$ cat config.mk
export PLATFORM = sky130hd
export DESIGN_NAME = protection_fault_status_bank
export DESIGN_NICKNAME = d
export VERILOG_FILES = /design/src/verilog/fault_byte_reg.v /design/src/verilog/irq_sticky.v /design/src/verilog/protection_fault_status_bank.v
export VERILOG_INCLUDE_DIRS = /design/src /design/src/pkg
export SDC_FILE = /design/constraint.sdc
export NUM_CORES = 1
export LEC_CHECK = 0
export ABC_CLOCK_PERIOD_IN_PS = 2000
export BUFFER_PORTS_ARGS = -buffer_cell sky130_fd_sc_hd__buf_2
export CAP_MARGIN = 25
export CORE_MARGIN = 2
export CORE_UTILIZATION = 35
export CTS_CLUSTER_SIZE = 8
export DETAILED_ROUTE_END_ITERATION = 8
export GPL_TIMING_DRIVEN = 0
export HOLD_SLACK_MARGIN = 0.12
export PLACE_DENSITY = 0.62
export SLEW_MARGIN = 20
export SYNTH_ARGS = -nofsm -noshare
export SYNTH_HDL_FRONTEND = slang
export SYNTH_HIERARCHICAL = 1
export SYNTH_SLANG_ARGS = --single-unit
$ cat constraint.sdc
create_clock -name aclk -period 2 [get_ports aclk]
set_input_delay 0.2 -clock aclk [delete_from_list [all_inputs] [get_ports aclk]]
set_output_delay 0.2 -clock aclk [all_outputs]
set_load 0.01 [all_outputs]
$ cat src/pkg/fault_bank_regs.vh
`ifndef FAULT_BANK_REGS_VH
`define FAULT_BANK_REGS_VH

// Register indices; byte address is four times the index
`define IDX_CONFIG_PARITY_FAULT 12'h53A
`define IDX_SELFTEST_FAULT 12'h53B
`define IDX_CELL_OVERVOLT_UPPER 12'h53C
`define IDX_CELL_OVERVOLT_LOWER 12'h53D
`define IDX_CELL_UNDERVOLT_UPPER 12'h53E
`define IDX_CELL_UNDERVOLT_LOWER 12'h53F
`define IDX_GPIO_OVERTEMP_STATUS 12'h540
`define IDX_IRQ_STATUS 12'h560
`define IDX_IRQ_ENABLE 12'h561
`define IDX_IRQ_CLEAR 12'h562

// config_parity_fault fields
`define BIT_VOLT_CFG_PARITY 0
`define BIT_TEMP_CFG_PARITY 1
`define MASK_CONFIG_PARITY 8'h03

// selftest_fault fields
`define BIT_UNDERVOLT_CMP 0
`define BIT_OVERVOLT_CMP 1
`define BIT_OVERTEMP_CMP 2
`define BIT_UNDERTEMP_CMP 3
`define BIT_VOLT_PATH 4
`define BIT_TEMP_PATH 5
`define BIT_SELFTEST_ABORTED 6
`define MASK_SELFTEST 8'h7F

// Interrupt event bits: one per fault group (OV and UV each cover two registers), plus self-test done and abort
`define IRQ_BITS 7
`define IRQ_CFG_PARITY 0
`define IRQ_SELFTEST 1
`define IRQ_OV 2
`define IRQ_UV 3
`define IRQ_OT 4
`define IRQ_SELFTEST_DONE 5
`define IRQ_SELFTEST_ABORT 6

`define RESET_BYTE 8'h00
`define RESET_IRQ 7'h00
`define RESET_WORD 32'h00000000
`define RESP_OKAY 2'b00
`define RESP_SLVERR 2'b10

// Bus field positions and reset values
`define ADDR_IDX_MSB 13
`define ADDR_IDX_LSB 2
`define IRQ_MSB 6
`define IRQ_LSB 0
`define BYTE_MSB 7
`define BYTE_LSB 0
`define STRB_BYTE0 0
`define RESET_IDX 12'h000
`define RESET_STRB 4'h0

`endif

$ cat src/verilog/fault_byte_reg.v
`default_nettype none
`include "fault_bank_regs.vh"

// One 8-bit fault register: flags load from the detector when load is high, no software write path
module fault_byte_reg (
	// Clock and reset
	input wire aclk,
	input wire aresetn,
	// Update control
	input wire load,
	input wire [7:0] next_value,
	// Stored flags
	output wire [7:0] value
);

reg [7:0] value_ff;

always @(posedge aclk) begin
	if (!aresetn) begin
		value_ff <= `RESET_BYTE;
	end else if (load) begin
		value_ff <= next_value;
	end
end

assign value = value_ff;

endmodule // fault_byte_reg
`default_nettype wire

$ cat src/verilog/irq_sticky.v
`default_nettype none
`include "fault_bank_regs.vh"

// Sticky event flags with enable gating; a new event beats a same-cycle clear
module irq_sticky (
	// Clock and reset
	input wire aclk,
	input wire aresetn,
	// Events and software control
	input wire [6:0] event_pulse,
	input wire [6:0] clear_mask,
	input wire [6:0] enable_mask,
	// Status and interrupt
	output wire [6:0] status,
	output wire irq
);

reg [6:0] status_ff;
wire [6:0] nxt_status;

assign nxt_status = (status_ff & ~clear_mask) | event_pulse;

always @(posedge aclk) begin
	if (!aresetn) begin
		status_ff <= `RESET_IRQ;
	end else begin
		status_ff <= nxt_status;
	end
end

assign status = status_ff;
assign irq = |(status_ff & enable_mask);

endmodule // irq_sticky
`default_nettype wire

$ cat src/verilog/protection_fault_status_bank.v
`default_nettype none
`include "fault_bank_regs.vh"

// Summary of operation
// - Bit 0 of config_parity_fault is set when voltage-protection configuration parity fails.
// - The temperature-protection parity flag is set when temperature configuration parity fails.
// - During self-test, bit 5 flags a temperature path fault and bit 4 a voltage path fault.
// - During self-test, bits 3 to 0 flag undertemp, overtemp, overvolt and undervolt comparator failures.
// - Overvoltage flags per cell: cells 9-16 in the upper register, cells 1-8 in the lower.
// - Undervoltage flags per cell: cells 9-16 in the upper register, cells 1-8 in the lower.
// - Overtemperature flags per GPIO, GPIO n in bit n-1.
// - Every flag reads 1 for a fault, 0 otherwise, and resets to 0.
module protection_fault_status_bank (
	// Clock and reset
	input wire aclk,
	input wire aresetn,
	// AXI4-Lite write address
	input wire [13:0] s_axi_awaddr,
	input wire s_axi_awvalid,
	output wire s_axi_awready,
	// AXI4-Lite write data
	input wire [31:0] s_axi_wdata,
	input wire [3:0] s_axi_wstrb,
	input wire s_axi_wvalid,
	output wire s_axi_wready,
	// AXI4-Lite write response
	output wire [1:0] s_axi_bresp,
	output wire s_axi_bvalid,
	input wire s_axi_bready,
	// AXI4-Lite read address
	input wire [13:0] s_axi_araddr,
	input wire s_axi_arvalid,
	output wire s_axi_arready,
	// AXI4-Lite read data
	output wire [31:0] s_axi_rdata,
	output wire [1:0] s_axi_rresp,
	output wire s_axi_rvalid,
	input wire s_axi_rready,
	// Configuration parity checkers
	input wire volt_cfg_parity_err,
	input wire temp_cfg_parity_err,
	// Self-test engine
	input wire selftest_done,
	input wire selftest_aborted,
	input wire temp_path_err,
	input wire volt_path_err,
	input wire undertemp_cmp_err,
	input wire overtemp_cmp_err,
	input wire overvolt_cmp_err,
	input wire undervolt_cmp_err,
	// Protection comparators
	input wire [15:0] cell_overvolt_flag,
	input wire [15:0] cell_undervolt_flag,
	input wire [7:0] gpio_overtemp_flag,
	// Interrupt
	output wire irq
);

// Write side state
reg aw_held_ff;
reg [11:0] aw_idx_ff;
reg w_held_ff;
reg [31:0] w_data_ff;
reg [3:0] w_strb_ff;
reg bvalid_ff;
reg [1:0] bresp_ff;

// Read side state
reg rvalid_ff;
reg [31:0] rdata_ff;
reg [1:0] rresp_ff;

// Software control
reg [6:0] irq_enable_ff;

// Next state, write side
reg nxt_aw_held;
reg [11:0] nxt_aw_idx;
reg nxt_w_held;
reg [31:0] nxt_w_data;
reg [3:0] nxt_w_strb;
reg nxt_bvalid;
reg [1:0] nxt_bresp;
reg [6:0] nxt_irq_enable;

// Next state, read side
reg nxt_rvalid;
reg [31:0] nxt_rdata;
reg [1:0] nxt_rresp;

// Self-test and parity result capture
reg [7:0] nxt_selftest;
reg [7:0] nxt_parity;

wire [7:0] parity_value;
wire [7:0] selftest_value;
wire [7:0] ov_upper_value;
wire [7:0] ov_lower_value;
wire [7:0] uv_upper_value;
wire [7:0] uv_lower_value;
wire [7:0] ot_value;
wire [6:0] irq_status;
wire [6:0] irq_events;
wire [6:0] irq_clear;
wire selftest_end;
wire write_fire;
wire [11:0] ar_idx;
reg [31:0] read_word;
reg read_hit;

// Parity flags track the checkers continuously
always @* begin
	nxt_parity = `RESET_BYTE;
	nxt_parity[`BIT_VOLT_CFG_PARITY] = volt_cfg_parity_err;
	nxt_parity[`BIT_TEMP_CFG_PARITY] = temp_cfg_parity_err;
end

// Self-test results are latched only when a run ends, so mid-run glitches never show
assign selftest_end = selftest_done | selftest_aborted;

always @* begin
	nxt_selftest = `RESET_BYTE;
	nxt_selftest[`BIT_TEMP_PATH] = temp_path_err;
	nxt_selftest[`BIT_VOLT_PATH] = volt_path_err;
	nxt_selftest[`BIT_UNDERTEMP_CMP] = undertemp_cmp_err;
	nxt_selftest[`BIT_OVERTEMP_CMP] = overtemp_cmp_err;
	nxt_selftest[`BIT_OVERVOLT_CMP] = overvolt_cmp_err;
	nxt_selftest[`BIT_UNDERVOLT_CMP] = undervolt_cmp_err;
	// Abort wins if both ends are reported together
	nxt_selftest[`BIT_SELFTEST_ABORTED] = selftest_aborted;
end

fault_byte_reg u_parity (
	.aclk(aclk),
	.aresetn(aresetn),
	.load(1'b1),
	.next_value(nxt_parity),
	.value(parity_value)
);

fault_byte_reg u_selftest (
	.aclk(aclk),
	.aresetn(aresetn),
	.load(selftest_end),
	.next_value(nxt_selftest),
	.value(selftest_value)
);

fault_byte_reg u_ov_upper (
	.aclk(aclk),
	.aresetn(aresetn),
	.load(1'b1),
	.next_value(cell_overvolt_flag[15:8]),
	.value(ov_upper_value)
);

fault_byte_reg u_ov_lower (
	.aclk(aclk),
	.aresetn(aresetn),
	.load(1'b1),
	.next_value(cell_overvolt_flag[7:0]),
	.value(ov_lower_value)
);

fault_byte_reg u_uv_upper (
	.aclk(aclk),
	.aresetn(aresetn),
	.load(1'b1),
	.next_value(cell_undervolt_flag[15:8]),
	.value(uv_upper_value)
);

fault_byte_reg u_uv_lower (
	.aclk(aclk),
	.aresetn(aresetn),
	.load(1'b1),
	.next_value(cell_undervolt_flag[7:0]),
	.value(uv_lower_value)
);

fault_byte_reg u_ot (
	.aclk(aclk),
	.aresetn(aresetn),
	.load(1'b1),
	.next_value(gpio_overtemp_flag),
	.value(ot_value)
);

// Interrupt events: level sources raise the sticky bit each cycle they stand
assign irq_events[`IRQ_CFG_PARITY] = |parity_value;
assign irq_events[`IRQ_SELFTEST] = |selftest_value[`BIT_TEMP_PATH:`BIT_UNDERVOLT_CMP];
assign irq_events[`IRQ_OV] = |{ov_upper_value, ov_lower_value};
assign irq_events[`IRQ_UV] = |{uv_upper_value, uv_lower_value};
assign irq_events[`IRQ_OT] = |ot_value;
assign irq_events[`IRQ_SELFTEST_DONE] = selftest_done & ~selftest_aborted;
assign irq_events[`IRQ_SELFTEST_ABORT] = selftest_aborted;

assign write_fire = aw_held_ff & w_held_ff & ~bvalid_ff;
// Clear acts only in the cycle the write is performed, so it never repeats
assign irq_clear = (write_fire && aw_idx_ff == `IDX_IRQ_CLEAR && w_strb_ff[`STRB_BYTE0]) ?
	w_data_ff[`IRQ_MSB:`IRQ_LSB] : `RESET_IRQ;

irq_sticky u_irq (
	.aclk(aclk),
	.aresetn(aresetn),
	.event_pulse(irq_events),
	.clear_mask(irq_clear),
	.enable_mask(irq_enable_ff),
	.status(irq_status),
	.irq(irq)
);

// Write channel: address and data taken in either order, one write in flight
assign s_axi_awready = ~aw_held_ff & ~bvalid_ff;
assign s_axi_wready = ~w_held_ff & ~bvalid_ff;
assign s_axi_bvalid = bvalid_ff;
assign s_axi_bresp = bresp_ff;

// A held part blocks its channel until the response has been taken
always @* begin
	nxt_aw_held = aw_held_ff;
	nxt_aw_idx = aw_idx_ff;
	nxt_w_held = w_held_ff;
	nxt_w_data = w_data_ff;
	nxt_w_strb = w_strb_ff;
	nxt_bvalid = bvalid_ff;
	nxt_bresp = bresp_ff;
	nxt_irq_enable = irq_enable_ff;
	if (s_axi_awvalid && s_axi_awready) begin
		nxt_aw_held = 1'b1;
		nxt_aw_idx = s_axi_awaddr[`ADDR_IDX_MSB:`ADDR_IDX_LSB];
	end
	if (s_axi_wvalid && s_axi_wready) begin
		nxt_w_held = 1'b1;
		nxt_w_data = s_axi_wdata;
		nxt_w_strb = s_axi_wstrb;
	end
	if (write_fire) begin
		nxt_aw_held = 1'b0;
		nxt_w_held = 1'b0;
		nxt_bvalid = 1'b1;
		// Fault registers accept the write with OKAY but store nothing
		case (aw_idx_ff)
			`IDX_IRQ_ENABLE: begin
				nxt_bresp = `RESP_OKAY;
				if (w_strb_ff[`STRB_BYTE0]) begin
					nxt_irq_enable = w_data_ff[`IRQ_MSB:`IRQ_LSB];
				end
			end
			`IDX_IRQ_CLEAR: begin
				nxt_bresp = `RESP_OKAY;
			end
			`IDX_CONFIG_PARITY_FAULT, `IDX_SELFTEST_FAULT, `IDX_CELL_OVERVOLT_UPPER,
			`IDX_CELL_OVERVOLT_LOWER, `IDX_CELL_UNDERVOLT_UPPER, `IDX_CELL_UNDERVOLT_LOWER,
			`IDX_GPIO_OVERTEMP_STATUS, `IDX_IRQ_STATUS: begin
				nxt_bresp = `RESP_OKAY;
			end
			default: begin
				nxt_bresp = `RESP_SLVERR;
			end
		endcase
	end else if (bvalid_ff && s_axi_bready) begin
		nxt_bvalid = 1'b0;
	end
end

always @(posedge aclk) begin
	if (!aresetn) begin
		aw_held_ff <= 1'b0;
		aw_idx_ff <= `RESET_IDX;
		w_held_ff <= 1'b0;
		w_data_ff <= `RESET_WORD;
		w_strb_ff <= `RESET_STRB;
		bvalid_ff <= 1'b0;
		bresp_ff <= `RESP_OKAY;
		irq_enable_ff <= `RESET_IRQ;
	end else begin
		aw_held_ff <= nxt_aw_held;
		aw_idx_ff <= nxt_aw_idx;
		w_held_ff <= nxt_w_held;
		w_data_ff <= nxt_w_data;
		w_strb_ff <= nxt_w_strb;
		bvalid_ff <= nxt_bvalid;
		bresp_ff <= nxt_bresp;
		irq_enable_ff <= nxt_irq_enable;
	end
end

// Read channel: one read in flight, answer one cycle after the address
assign ar_idx = s_axi_araddr[`ADDR_IDX_MSB:`ADDR_IDX_LSB];
assign s_axi_arready = ~rvalid_ff;
assign s_axi_rvalid = rvalid_ff;
assign s_axi_rdata = rdata_ff;
assign s_axi_rresp = rresp_ff;

always @* begin
	read_word = `RESET_WORD;
	read_hit = 1'b1;
	// Upper bits and reserved bits stay zero
	case (ar_idx)
		`IDX_CONFIG_PARITY_FAULT: read_word[`BYTE_MSB:`BYTE_LSB] = parity_value & `MASK_CONFIG_PARITY;
		`IDX_SELFTEST_FAULT: read_word[`BYTE_MSB:`BYTE_LSB] = selftest_value & `MASK_SELFTEST;
		`IDX_CELL_OVERVOLT_UPPER: read_word[`BYTE_MSB:`BYTE_LSB] = ov_upper_value;
		`IDX_CELL_OVERVOLT_LOWER: read_word[`BYTE_MSB:`BYTE_LSB] = ov_lower_value;
		`IDX_CELL_UNDERVOLT_UPPER: read_word[`BYTE_MSB:`BYTE_LSB] = uv_upper_value;
		`IDX_CELL_UNDERVOLT_LOWER: read_word[`BYTE_MSB:`BYTE_LSB] = uv_lower_value;
		`IDX_GPIO_OVERTEMP_STATUS: read_word[`BYTE_MSB:`BYTE_LSB] = ot_value;
		`IDX_IRQ_STATUS: read_word[`IRQ_MSB:`IRQ_LSB] = irq_status;
		`IDX_IRQ_ENABLE: read_word[`IRQ_MSB:`IRQ_LSB] = irq_enable_ff;
		`IDX_IRQ_CLEAR: read_word = `RESET_WORD;
		default: read_hit = 1'b0;
	endcase
end

// The answer stands until rready; arready stays low meanwhile
always @* begin
	nxt_rvalid = rvalid_ff;
	nxt_rdata = rdata_ff;
	nxt_rresp = rresp_ff;
	if (s_axi_arvalid && s_axi_arready) begin
		nxt_rvalid = 1'b1;
		nxt_rdata = read_word;
		nxt_rresp = read_hit ? `RESP_OKAY : `RESP_SLVERR;
	end else if (rvalid_ff && s_axi_rready) begin
		nxt_rvalid = 1'b0;
	end
end

always @(posedge aclk) begin
	if (!aresetn) begin
		rvalid_ff <= 1'b0;
		rdata_ff <= `RESET_WORD;
		rresp_ff <= `RESP_OKAY;
	end else begin
		rvalid_ff <= nxt_rvalid;
		rdata_ff <= nxt_rdata;
		rresp_ff <= nxt_rresp;
	end
end

endmodule // protection_fault_status_bank
`default_nettype wire

# After elaboration in Yosys (flattened, before gate mapping)
# Cells that the tools add are included.
[word_totals]
elab_cells = 85
output_inout_bits = 42
ff_bits = 105
[op_classes]
reduce_logical = 19
n_mux = 10
bitwise = 16
n_eq_ne = 20
[ops]
columns = ["op", "count"]
rows = [
  ["$eq A12 B11 Y1 const B", 20],
  ["$pmux W7 S9", 1],
  ["$reduce_or A16 Y1", 2],
  ["$reduce_or A10 Y1", 2],
  ["$reduce_or A8 Y1", 2],
  ["$and A7 B7 Y7", 2],
  ["$logic_and A1 B1 Y1", 7],
  ["$mux W7", 1],
  ["$not A7 Y7", 1],
  ["$or A7 B7 Y7", 1],
  ["$reduce_or A7 Y1", 1],
  ["$not A1 Y1", 6],
  ["$reduce_or A6 Y1", 1],
  ["$and A1 B1 Y1", 5],
  ["$mux W1", 5],
  ["$pmux W1 S5", 1],
  ["$mux W2", 2],
  ["$reduce_bool A2 Y1", 2],
  ["$reduce_and A3 Y1", 1],
  ["$reduce_or A2 Y1", 1],
  ["$or A1 B1 Y1", 1],
]

# Depth between registers and ports, before layout
# Gate-level depths: netlist of the first run.
[depth]
ltp_word = 8
depth_mapped = 7
mapped_depth_nobuf = 6

# Hierarchy
# The synthesis of the first run kept the hierarchy.
[by_module_without_submodules]
columns = ["module", "cells_per_inst", "n_inst", "seq_area_each_um2", "area_each_um2"]
rows = [
  ["protection_fault_status_bank", 337, 1, 820.8, 2715.1],
  ["fault_byte_reg", 25, 7, 160.2, 301.5],
  ["irq_sticky", 25, 1, 140.1, 266.5],
]

# Least setup slack after synthesis of the first run
# OpenSTA, ideal clock, no wires.
[synth_timing]
path_kind = "register to register"
startpoint = "register aw_idx_ff[2]"
endpoint = "register u_irq.status_ff[6] (netlist: u_irq/status[6])"
path_buffers = 0
arrival_time_ns = 1.695
stages_incl_launch_ff = 7
setup_ns = 0.115
required_time_ns = 1.885
slack_ns = 0.190
path_cell_list = "dfxtp_1 > or4b_1 > nor4_1 > and4b_1 > and2_1 > nor2b_1 > o21a_1"
[synth_between]
elab_chain_len = 7
[synth_lines]
columns = ["item", "line", "rtl"]
rows = [
  ["start, declared", "protection_fault_status_bank.v:61", "reg [11:0] aw_idx_ff;"],
  ["start signal, assigned", "protection_fault_status_bank.v:270", "aw_idx_ff <= `RESET_IDX;"],
  ["start signal, assigned", "protection_fault_status_bank.v:279", "aw_idx_ff <= nxt_aw_idx;"],
  ["$eq A12 B11 Y1", "n/a", ""],
  ["$logic_and A1 B1 Y1 (no source line)", "n/a", ""],
  ["$logic_and A1 B1 Y1", "protection_fault_status_bank.v:200", "assign irq_clear = (write_fire && aw_idx_ff == `IDX_IRQ_CLEAR && w_strb_ff[`STRB_BYTE0]) ?"],
  ["$mux W7 (no source line)", "n/a", ""],
  ["named net irq_clear[6]", "protection_fault_status_bank.v:104", "wire [6:0] irq_clear;"],
  ["$not A7 Y7", "irq_sticky.v:21", "assign nxt_status = (status_ff & ~clear_mask) | event_pulse;"],
  ["$and A7 B7 Y7", "irq_sticky.v:21", ""],
  ["$or A7 B7 Y7", "irq_sticky.v:21", ""],
  ["end signal, assigned", "irq_sticky.v:25", "status_ff <= `RESET_IRQ;"],
  ["end signal, assigned", "irq_sticky.v:27", "status_ff <= nxt_status;"],
  ["end, declared", "irq_sticky.v:18", "reg [6:0] status_ff;"],
]
# The timed path passes the listed nets, and every way through them passes these cells.
# A chain may end at the register's enable or synchronous reset.

# Worst setup path in the final report of the first run
# Ends and elaborated chain as after synthesis.

==> results of run 1 <==
[worst max-delay path, delay by kind of cell (launching register included)]
family | cells | cell delay [ns]
compound gates | 1 | 0.17
flops | 1 | 0.32
simple gates | 5 | 1.31
[worst paths after layout]
kind	startpoint	endpoint
min	s_axi_wdata[3]	w_data_ff[3]
max	aw_idx_ff[2]	u_irq/status[6]
max reg2reg	aw_idx_ff[2]	u_irq/status[6]
min reg2reg	aw_idx_ff[7]	aw_idx_ff[7]
[registers in the layout, indices dropped and copies added (netlist names)]
signal            flops
s_axi_rvalid          1
w_data_ff             7
s_axi_rresp           1
u_ot/value            8
s_axi_bresp           1
u_irq/status          7
u_uv_upper/value      8
aw_held_ff            1
w_strb_ff             1
aw_idx_ff            12
s_axi_bvalid          1
irq_enable_ff         7
u_ov_lower/value      8
w_held_ff             1
u_uv_lower/value      8
u_selftest/value      7
s_axi_rdata           8
u_ov_upper/value      8
u_parity/value        8
[report_power, final]
group	total (mW)	switching (mW)	leakage [nW]	internal (mW)
clock	1.73	0.755	0.140	0.971
sequential	2.27	0.100	0.848	2.17
combinational	0.708	0.331	1.95	0.376
[metrics by stage]
step	TNS, ns	hold slack, ns	instance area, µm²	utilization [%]
5_1_grt	0	0.128	6620	47.3
4_1_cts	0	0.121	6590	47.1
3_3_place_gp	-0.267	0.441	5910	42.2
6_report	0	0.126	6620	47.3
3_5_place_dp	-0.660	0.446	5910	42.2
2_1_floorplan	0	0.318	5190	-
[layout make-up]
cell class	instances	share of cell area, %
multi-input combinational	404	41.2
timing repair buffer	138	13.6
inverter	8	0.454
buffer	55	5.77
clock inverter	5	0.851
sequential	103	31.2
tap	180	3.40
clock buffer	11	3.52
[cell usage in the layout, fill, tap and decap left out, types with 3 or more instances in the layout]
cell type and count:
o21ai_0 16, clkbuf_16 9, and2_1 9, nand3_1 12, nand2b_1 5, conb_1 38, o21a_1 7, dfxtp_1 103
buf_2 106, nand4b_1 4, mux2i_1 84, nand3b_1 4, o21ai_1 3, inv_1 7, nor3_1 4, nor2_1 16
nor4_1 17, dlygate4sd3_1 39, nor2b_1 65, a221oi_1 3, clkbuf_1 12, a21oi_1 20, a22oi_1 4, buf_4 26
mux4_2 4, nand2_1 49, nand4_1 3, buf_6 9
[what timing repair did]
action | in CTS | in global routing
setup endpoints to repair | 7 | 6
pin swaps | 2 | 1
endpoints found under the hold margin | 39 | 0
hold buffers | 39 | 0
cloned | 0 | 0
gates resized for setup | 2 | 1
[metal layers]
metal  GRT usage (%)  up-vias
li1                -     2189
met1            23.1     2020
met2            28.1      122
met3            3.53       14
met4            5.13        0
met5               0        -
==> qor.yml, run 1 <==
routing:
  wl_um: 13100
  antenna_left: 0
  vias: 4345
  wl_met1_um: 6140
  drc: 0
  dr.max_layer_used: "met4"
  wl_met3_um: 649
  avgRoutedWirePerCell_um: 14.5
  wl_met2_um: 6100
  dr.pass1.iters: 4
  drt-initial-drc-count: 203
  via_per_inst: 4.81
place:
  dp.cells: 848
  hpwlAfterDp_um: 9790
  place_ws_ns: -0.142
  finalWeightedCongestion: 0.857
  port_buffers: 98
sta:
  post-route-period-util_pct: 95.8
  tightestPinTransition_ns: 0.869
  rsz0062_at_grt: "false"
  final-setup-viol-count: 0
  fin_skew_ns: 0.0104
  max_freq_mhz: 522
  finalHoldViolations: 0
  drv_slew: 0
  fin_ws_ns: 0.0831
  max_slew_margin_pct: 41.9
  layout_min_cycle_time_ns: 1.92
die:
  pin_count: 163
  die_width_um: 124
  rows: 43
  die_h_um: 124
  start_util_pct: 36.1
  core_region_area_um2: 14000
  die_area_um2: 15400
grt:
  grt_pass1_vias: 4164
  grt_pass1_wl_um: 20600
  track_usage_pct: 17.3
  grt-ovfl-total: 0
  grt_start_max_net_pins: 68
  antenna_found_initial: 0
flow_run:
  maxCapViolations: 0
worst_setup_path:
  setup.worst_path.class: "reg2reg"
  worstPathCellList: "or4b_4 -> nor4_2 -> and4b_2 -> and2_1 -> nor2b_1 -> o21a_1"
  critPathArrivalTime_ns: 2.15
  cp-start-kind: "flip-flop"
  cp.required_ns: 2.23
  ff2ff_path_depth: 6
  crit_slowest_cell: "or4b_4"
  max_stage_delay_ns: 0.55
  worstPathMaxFanout: 7
  rrSetupSlack_ns: 0.08
  endpoint_kind: "flip-flop"
synth:
  syn_area_um2: 5060
  synth_area_per_cell_um2: 9.47
  yosys_warnings: 6
  syn_inst: 534
clocking:
  cts_max_path_buffers: 2
  cts_tree: "built"
  path_clk_slew_ns: 0.07
  cts_inserted_buffers: 9
  post_cts_buffers: 0
  cts.sinks: 103
  insertion_delay_ns: 0.35
  cts_max_level: 3
  root_buffer: "clkbuf_16"
finish:
  stdcell_count: 904
  seq_area_um2: 2060
  diodes: 0
  multi_input_area_um2: 2730
  drive_gt1_share_pct: 23.6
  fin_nets: 840
  fill_cells: 1376
  area_growth_pct: 30.9
outcome:
  status: "finished clean"
pwr:
  power.total_mw: 4.70
  p_per_area_nw_per_um2: 710
  max-vdd-ir-drop_uv: 478
  power.leakage_nw: 2.94
min_path:
  hold_path_class: "in2reg"
  holdPathStages: 3
Note: power is estimated with default switching activity, not from simulation.
==> inputs of run 2 (changes only) <==
Settings changed: BUFFER_PORTS_ARGS -buffer_cell sky130_fd_sc_hd__buf_2 to -buffer_cell sky130_fd_sc_hd__buf_4, CTS_CLUSTER_DIAMETER from default to 120.
==> run 2 against run 1 <==
Maximum frequency up 1.9%; hold slack lost 0.00078 ns; die area did not move; combinational power increased by 6.9%; highest routed layer unchanged.
==> qor.yml, run 2 (synthesized netlist as in run 1, its figures left out) <==
finish:
  fill_cells: 1341  # -2.5%
  stdcell_count: 903  # -0.11%
  most-common-layout-cells: "buf_4, dfxtp_1, mux2i_1"
  finish.instance_area_um2: 6860  # +3.7%
  diodes: 0  # unchanged
  area_growth_pct: 35.8
  final_util_pct: 49.1  # +1.8 points
  final_common_cell: "buf_4"
  regMostFlops: "aw_idx_ff"
  largest_reg_flops: 12  # unchanged
  fin_nets: 839  # -0.12%
  drive_gt1_share_pct: 23.8  # +0.17 points
flow_run:
  maxCapViolations: 0  # unchanged
sta:
  fin_skew_ns: 0.00777  # -0.00266 ns
  drv_slew: 0  # unchanged
  max_freq_mhz: 532  # +1.9%
  final-setup-viol-count: 0  # unchanged
  layout_min_cycle_time_ns: 1.88  # -0.0361 ns
  finalHoldViolations: 0  # unchanged
  post-route-period-util_pct: 94.0  # -1.8 points
  tightestPinTransition_ns: 0.857  # -0.0121 ns
  tns_ns: 0  # unchanged
  rsz0062_at_grt: "false"
  fin_ws_ns: 0.119  # +0.0361 ns
  max_slew_margin_pct: 42.7  # +0.81 points
grt:
  grt_pass1_wl_um: 20200  # -1.9%
  antenna_found_initial: 0  # unchanged
  grt_start_max_net_pins: 68  # unchanged
  grt-ovfl-total: 0  # unchanged
  grt_pass1_vias: 4063  # -2.4%
  track_usage_pct: 16.9  # -0.32 points
die:
  rows: 43  # unchanged
  die_area_um2: 15400  # unchanged
  start_util_pct: 36.1  # unchanged
  die_h_um: 124  # unchanged
  pin_count: 163  # unchanged
  core_region_area_um2: 14000  # unchanged
  die_width_um: 124  # unchanged
place:
  finalWeightedCongestion: 0.835  # -2.6%
  placed_area_um2: 6150  # +4.2%
  hpwlAfterDp_um: 9850  # +0.63%
  dp.cells: 848  # unchanged
  place_ws_ns: -0.0728  # +0.0694 ns
  port_buffers: 98  # unchanged
pwr:
  p_seq_share_pct: 46.7  # -1.5 points
  power.leakage_nw: 3.02  # +2.7%
  sw_frac_of_total_pct: 26.0  # +0.81 points
  clockPowerShare_pct: 37.7  # +1.0 points
  power.internal_mw: 3.59  # +2.1%
  switching_power_mw: 1.26  # +6.5%
  power_frac_comb_pct: 15.6  # +0.5 points
  max-vdd-ir-drop_uv: 399  # -16%
  p_per_area_nw_per_um2: 707  # -0.52%
routing:
  drt-initial-drc-count: 225  # +11%
  via_per_inst: 4.81  # about the same
  avgRoutedWirePerCell_um: 14.5  # +0.42%
  vias: 4344  # -0.023%
  antenna_left: 0  # unchanged
  dr.pass1.iters: 5  # +1
  wl_um: 13100  # +0.31%
  drc: 0  # unchanged
worst_setup_path:
  worstPathMaxFanout: 7  # unchanged
  crit_slowest_cell: "or4b_4"
  rrSetupSlack_ns: 0.12  # +0.04 ns
  setup.worst_path.class: "reg2reg"
  critPathArrivalTime_ns: 2.12  # -0.03 ns
  r2r_start: "aw_idx_ff[2]"
  path_depth: 6  # unchanged
  critPathLaunch: "aw_idx_ff[2]"
  max_stage_delay_ns: 0.55  # about the same
  cp-start-kind: "flip-flop"
  cp_top_family: "simple AND/OR/NAND/NOR gates"
  path_buf_inv: 0  # unchanged
  ff2ff_path_depth: 6  # unchanged
  worstPathCellList: "or4b_4 -> nor4_2 -> and4b_2 -> and2_1 -> nor2b_1 -> o21a_1"
  endpoint_kind: "flip-flop"
  cp.required_ns: 2.24  # about the same
outcome:
  status: "finished clean"
min_path:
  hp-start: "cell_overvolt_flag[7]"
  holdPathStages: 3  # unchanged
  hold_path_class: "in2reg"
clocking:
  cts.sinks: 103  # unchanged
  post_cts_buffers: 0  # unchanged
  cts_inserted_buffers: 9  # unchanged
  path_clk_slew_ns: 0.08  # about the same
  cts_tree: "built"
  cts_max_path_buffers: 2  # unchanged
  cts_max_level: 3  # unchanged
  insertion_delay_ns: 0.35  # about the same
  root_buffer: "clkbuf_16"
[run 2: changes by cell type in the layout (fill, tap and decap cells not counted)]
| cell | change |
|---|---|
| inv_8 | +1 |
| clkinv_4 | +2 |
| clkinvlp_4 | -1 |
| buf_2 | -98 |
| clkinv_2 | -2 |
| buf_12 | -1 |
| inv_6 | +2 |
| clkbuf_1 | -2 |
| buf_4 | +98 |
[run 2: cell type report]
| class | count | area [µm²] | share of cell area [%] |
|---|---|---|---|
| buffer | 55 | 382 | 5.56 |
| clock buffer | 9 | 225 | 3.28 |
| clock inverter | 7 | 85.1 | 1.24 |
| inverter | 8 | 30.0 | 0.437 |
| multi-input combinational | 404 | 2730 | 39.8 |
| sequential | 103 | 2060 | 30.0 |
| tap | 180 | 225 | 3.28 |
| timing repair buffer | 137 | 1130 | 16.4 |
[run 2: metal layers]
metal  track usage [%]  part of all wire (%)  up-vias
met3              2.88                   4.7       10
met4              4.28                  0.82        0
met1              22.9                    46     2035
li1                  -                     -     2186
met5                 0                     0        -
met2              28.1                    48      113
[run 2: final timing paths]
| path | endpoint |
|---|---|
| worst max-delay path | u_irq/status[6] |
| worst min-delay path | u_ov_lower/value[7] |
| worst max register to register | u_irq/status[6] |
| worst min register to register | aw_idx_ff[9] |
[run 2: timing repair]
action / CTS / global route
endpoints found under the hold margin: 39 / 0
pin swaps: 1 / 2
hold buffers: 39 / 0
resized for setup: 2 / 1
setup endpoints to repair: 7 / 7
[run 2: through the flow]
stage                     hold slack, ns  power [mW]
final                              0.125        4.85
after global placement             0.441        2.98
after detailed placement           0.451        3.00
after CTS                          0.120        4.87
after floorplan                    0.318        2.72
after global routing               0.121        5.05
[run 2: worst min-delay path: stages]
cell and delay (ns):
buf_4 0.08, mux2i_1 0.05, nor2b_1 0.09
[run 2: power groups by stage]
stage | Combinational, mW | Sequential (mW) | Clock [mW]
finish | 0.757 | 2.27 | 1.83
global placement | 0.673 | 2.31 | 0
floorplan | 0.449 | 2.28 | 0
detailed placement | 0.686 | 2.31 | 0
global route | 0.833 | 2.28 | 1.94
CTS | 0.751 | 2.26 | 1.86
==> inputs of run 3 (changes only) <==
Settings changed: CORE_ASPECT_RATIO from default to 1.2.
==> run 3 against run 2 <==
Cell count shrank 2.0%; power decreased by 2.8%; sequential share of layout area rose by 0.71 points; global-route usage fell by 0.72 points; critical path type unchanged; highest routed layer unchanged.
==> qor.yml, run 3 (synthesized netlist as in run 1, its figures left out) <==
outcome:
  status: "finished clean"
sta:
  max_freq_mhz: 536  # +0.80%
  tightestPinTransition_ns: 0.862  # +0.00523 ns
  fin_skew_ns: 0.00630  # -0.00148 ns
  rsz0062_at_grt: "false"
  finalHoldViolations: 0  # unchanged
  max_slew_margin_pct: 42.3  # -0.35 points
  final-setup-viol-count: 0  # unchanged
  fin_hold_ws_ns: 0.124  # -0.000318 ns
  drv_slew: 0  # unchanged
  post-route-period-util_pct: 93.3  # -0.75 points
  tns_ns: 0  # unchanged
  layout_min_cycle_time_ns: 1.87  # -0.0150 ns
min_path:
  hp-start: "cell_overvolt_flag[5]"
  hold_path_class: "in2reg"
die:
  core_region_area_um2: 14200  # +1.8%
  start_util_pct: 35.5  # -0.62 points
  rows: 48  # +12%
  pin_count: 163  # unchanged
  die_h_um: 136  # +9.2%
  die_area_um2: 15400  # about the same
  die_width_um: 114  # -8.4%
routing:
  wl_um: 12800  # -2.5%
  avgRoutedWirePerCell_um: 14.5  # -0.52%
  via_per_inst: 4.87  # +1.3%
  antenna_left: 0  # unchanged
  drt-initial-drc-count: 155  # -31%
  dr.pass1.iters: 4  # -1
  vias: 4313  # -0.71%
  drc: 0  # unchanged
worst_setup_path:
  cp-start-kind: "flip-flop"
  setup.worst_path.class: "reg2reg"
  worstPathCellList: "or4b_1 -> nor4_2 -> and4b_2 -> and2_1 -> nor2b_1 -> o21a_1"
  critPathLaunch: "aw_idx_ff[2]"
  cp.required_ns: 2.23  # about the same
  max_stage_delay_ns: 0.56  # about the same
  worstPathMaxFanout: 7  # unchanged
  path_buf_inv: 0  # unchanged
  r2r_start: "aw_idx_ff[2]"
  endpoint_kind: "flip-flop"
  crit_slowest_cell: "or4b_1"
  critPathArrivalTime_ns: 2.10  # -0.02 ns
  cp_top_family: "simple AND/OR/NAND/NOR gates"
finish:
  largest_reg_flops: 12  # unchanged
  most-common-layout-cells: "buf_4, dfxtp_1, mux2i_1"
  regMostFlops: "aw_idx_ff"
  fill_cells: 1382  # +3.1%
  final_common_cell: "buf_4"
  area_growth_pct: 32.6
  fin_nets: 826  # -1.5%
  diodes: 0  # unchanged
  stdcell_count: 885  # -2.0%
  drive_gt1_share_pct: 23.8  # about the same
clocking:
  path_clk_slew_ns: 0.07  # about the same
  cts.sinks: 103  # unchanged
  insertion_delay_ns: 0.34  # about the same
  cts_inserted_buffers: 9  # unchanged
  root_buffer: "clkbuf_16"
  cts_max_level: 3  # unchanged
  cts_tree: "built"
  post_cts_buffers: 0  # unchanged
  cts_max_path_buffers: 2  # unchanged
grt:
  antenna_found_initial: 0  # unchanged
  track_usage_pct: 16.2  # -0.72 points
  grt_start_max_net_pins: 68  # unchanged
  grt_pass1_vias: 4032  # -0.76%
  grt_pass1_wl_um: 19700  # -2.4%
  grt-ovfl-total: 0  # unchanged
flow_run:
  maxCapViolations: 0  # unchanged
place:
  dp.cells: 843  # -0.59%
  hpwlAfterDp_um: 9750  # -1.0%
  port_buffers: 98  # unchanged
  finalWeightedCongestion: 0.874  # +4.8%
pwr:
  power.total_mw: 4.72  # -2.8%
  power.leakage_nw: 2.94  # -2.4%
  max-vdd-ir-drop_uv: 335  # -16%
  p_per_area_nw_per_um2: 704  # -0.45%
[run 3: changes by cell type in the layout (fill, tap and decap cells not counted)]
cell and delta:
or4b_4 -1, dlygate4sd3_1 -13, inv_6 -3, clkbuf_1 +2, clkinv_2 +1, clkinv_4 -1, or4b_1 +1, clkinvlp_4 +2
inv_8 -1
[run 3: worst paths after layout]
path	end	slack (ns)	cells past startpoint
max reg2reg	u_irq/status[6]	0.13	6
max	u_irq/status[6]	0.13	6
min	u_ov_lower/value[5]	0.12	3
min reg2reg	aw_idx_ff[7]	0.46	2
[run 3: cell type report]
type / instances / area [µm²] / area share (%)
plain buffers: 55 / 382 / 5.69
clock buffers: 11 / 233 / 3.47
clock inverters: 5 / 58.8 / 0.877
inverters: 8 / 30.0 / 0.448
multi-input cells: 404 / 2730 / 40.6
flip-flops and latches: 103 / 2060 / 30.8
well taps: 175 / 219 / 3.27
repair buffers: 124 / 996 / 14.9
[run 3: power by group]
part / internal (mW) / leakage, nW / total [mW] / switching (mW)
Sequential: 2.17 / 0.848 / 2.26 / 0.0966
Combinational: 0.406 / 1.96 / 0.736 / 0.330
Clock: 0.971 / 0.136 / 1.72 / 0.746
[run 3: metal layers]
metal	track usage, %	up-vias	routed length (µm)
met5	0	-	0
met4	7.25	0	424
met3	2.68	32	582
met2	27.6	136	6210
met1	20.2	1983	5580
li1	-	2162	-
[run 3: what timing repair did]
item                                   4_1_cts  5_1_grt
pin swaps                                    1        2
gates resized for setup                      2        0
hold buffers                                25        1
setup endpoints to repair                    7        7
endpoints found under the hold margin       25        1
[run 3: worst min-delay path: cells and delay by family]
kind	cells	cell delay [ns]
AND/OR/NAND/NOR	1	0.10
buffers and inverters	1	0.07
multiplexers	1	0.06
[run 3: per-stage QoR]
step / utilization (%) / setup slack, ns / cell area (µm²)
2_1_floorplan: - / 0.190 / 5190
3_3_place_gp: 43.2 / -0.0364 / 6150
3_5_place_dp: 43.2 / -0.0579 / 6150
4_1_cts: 47.0 / 0.0215 / 6700
5_1_grt: 47.1 / 0.0453 / 6710
6_report: 47.1 / 0.134 / 6710
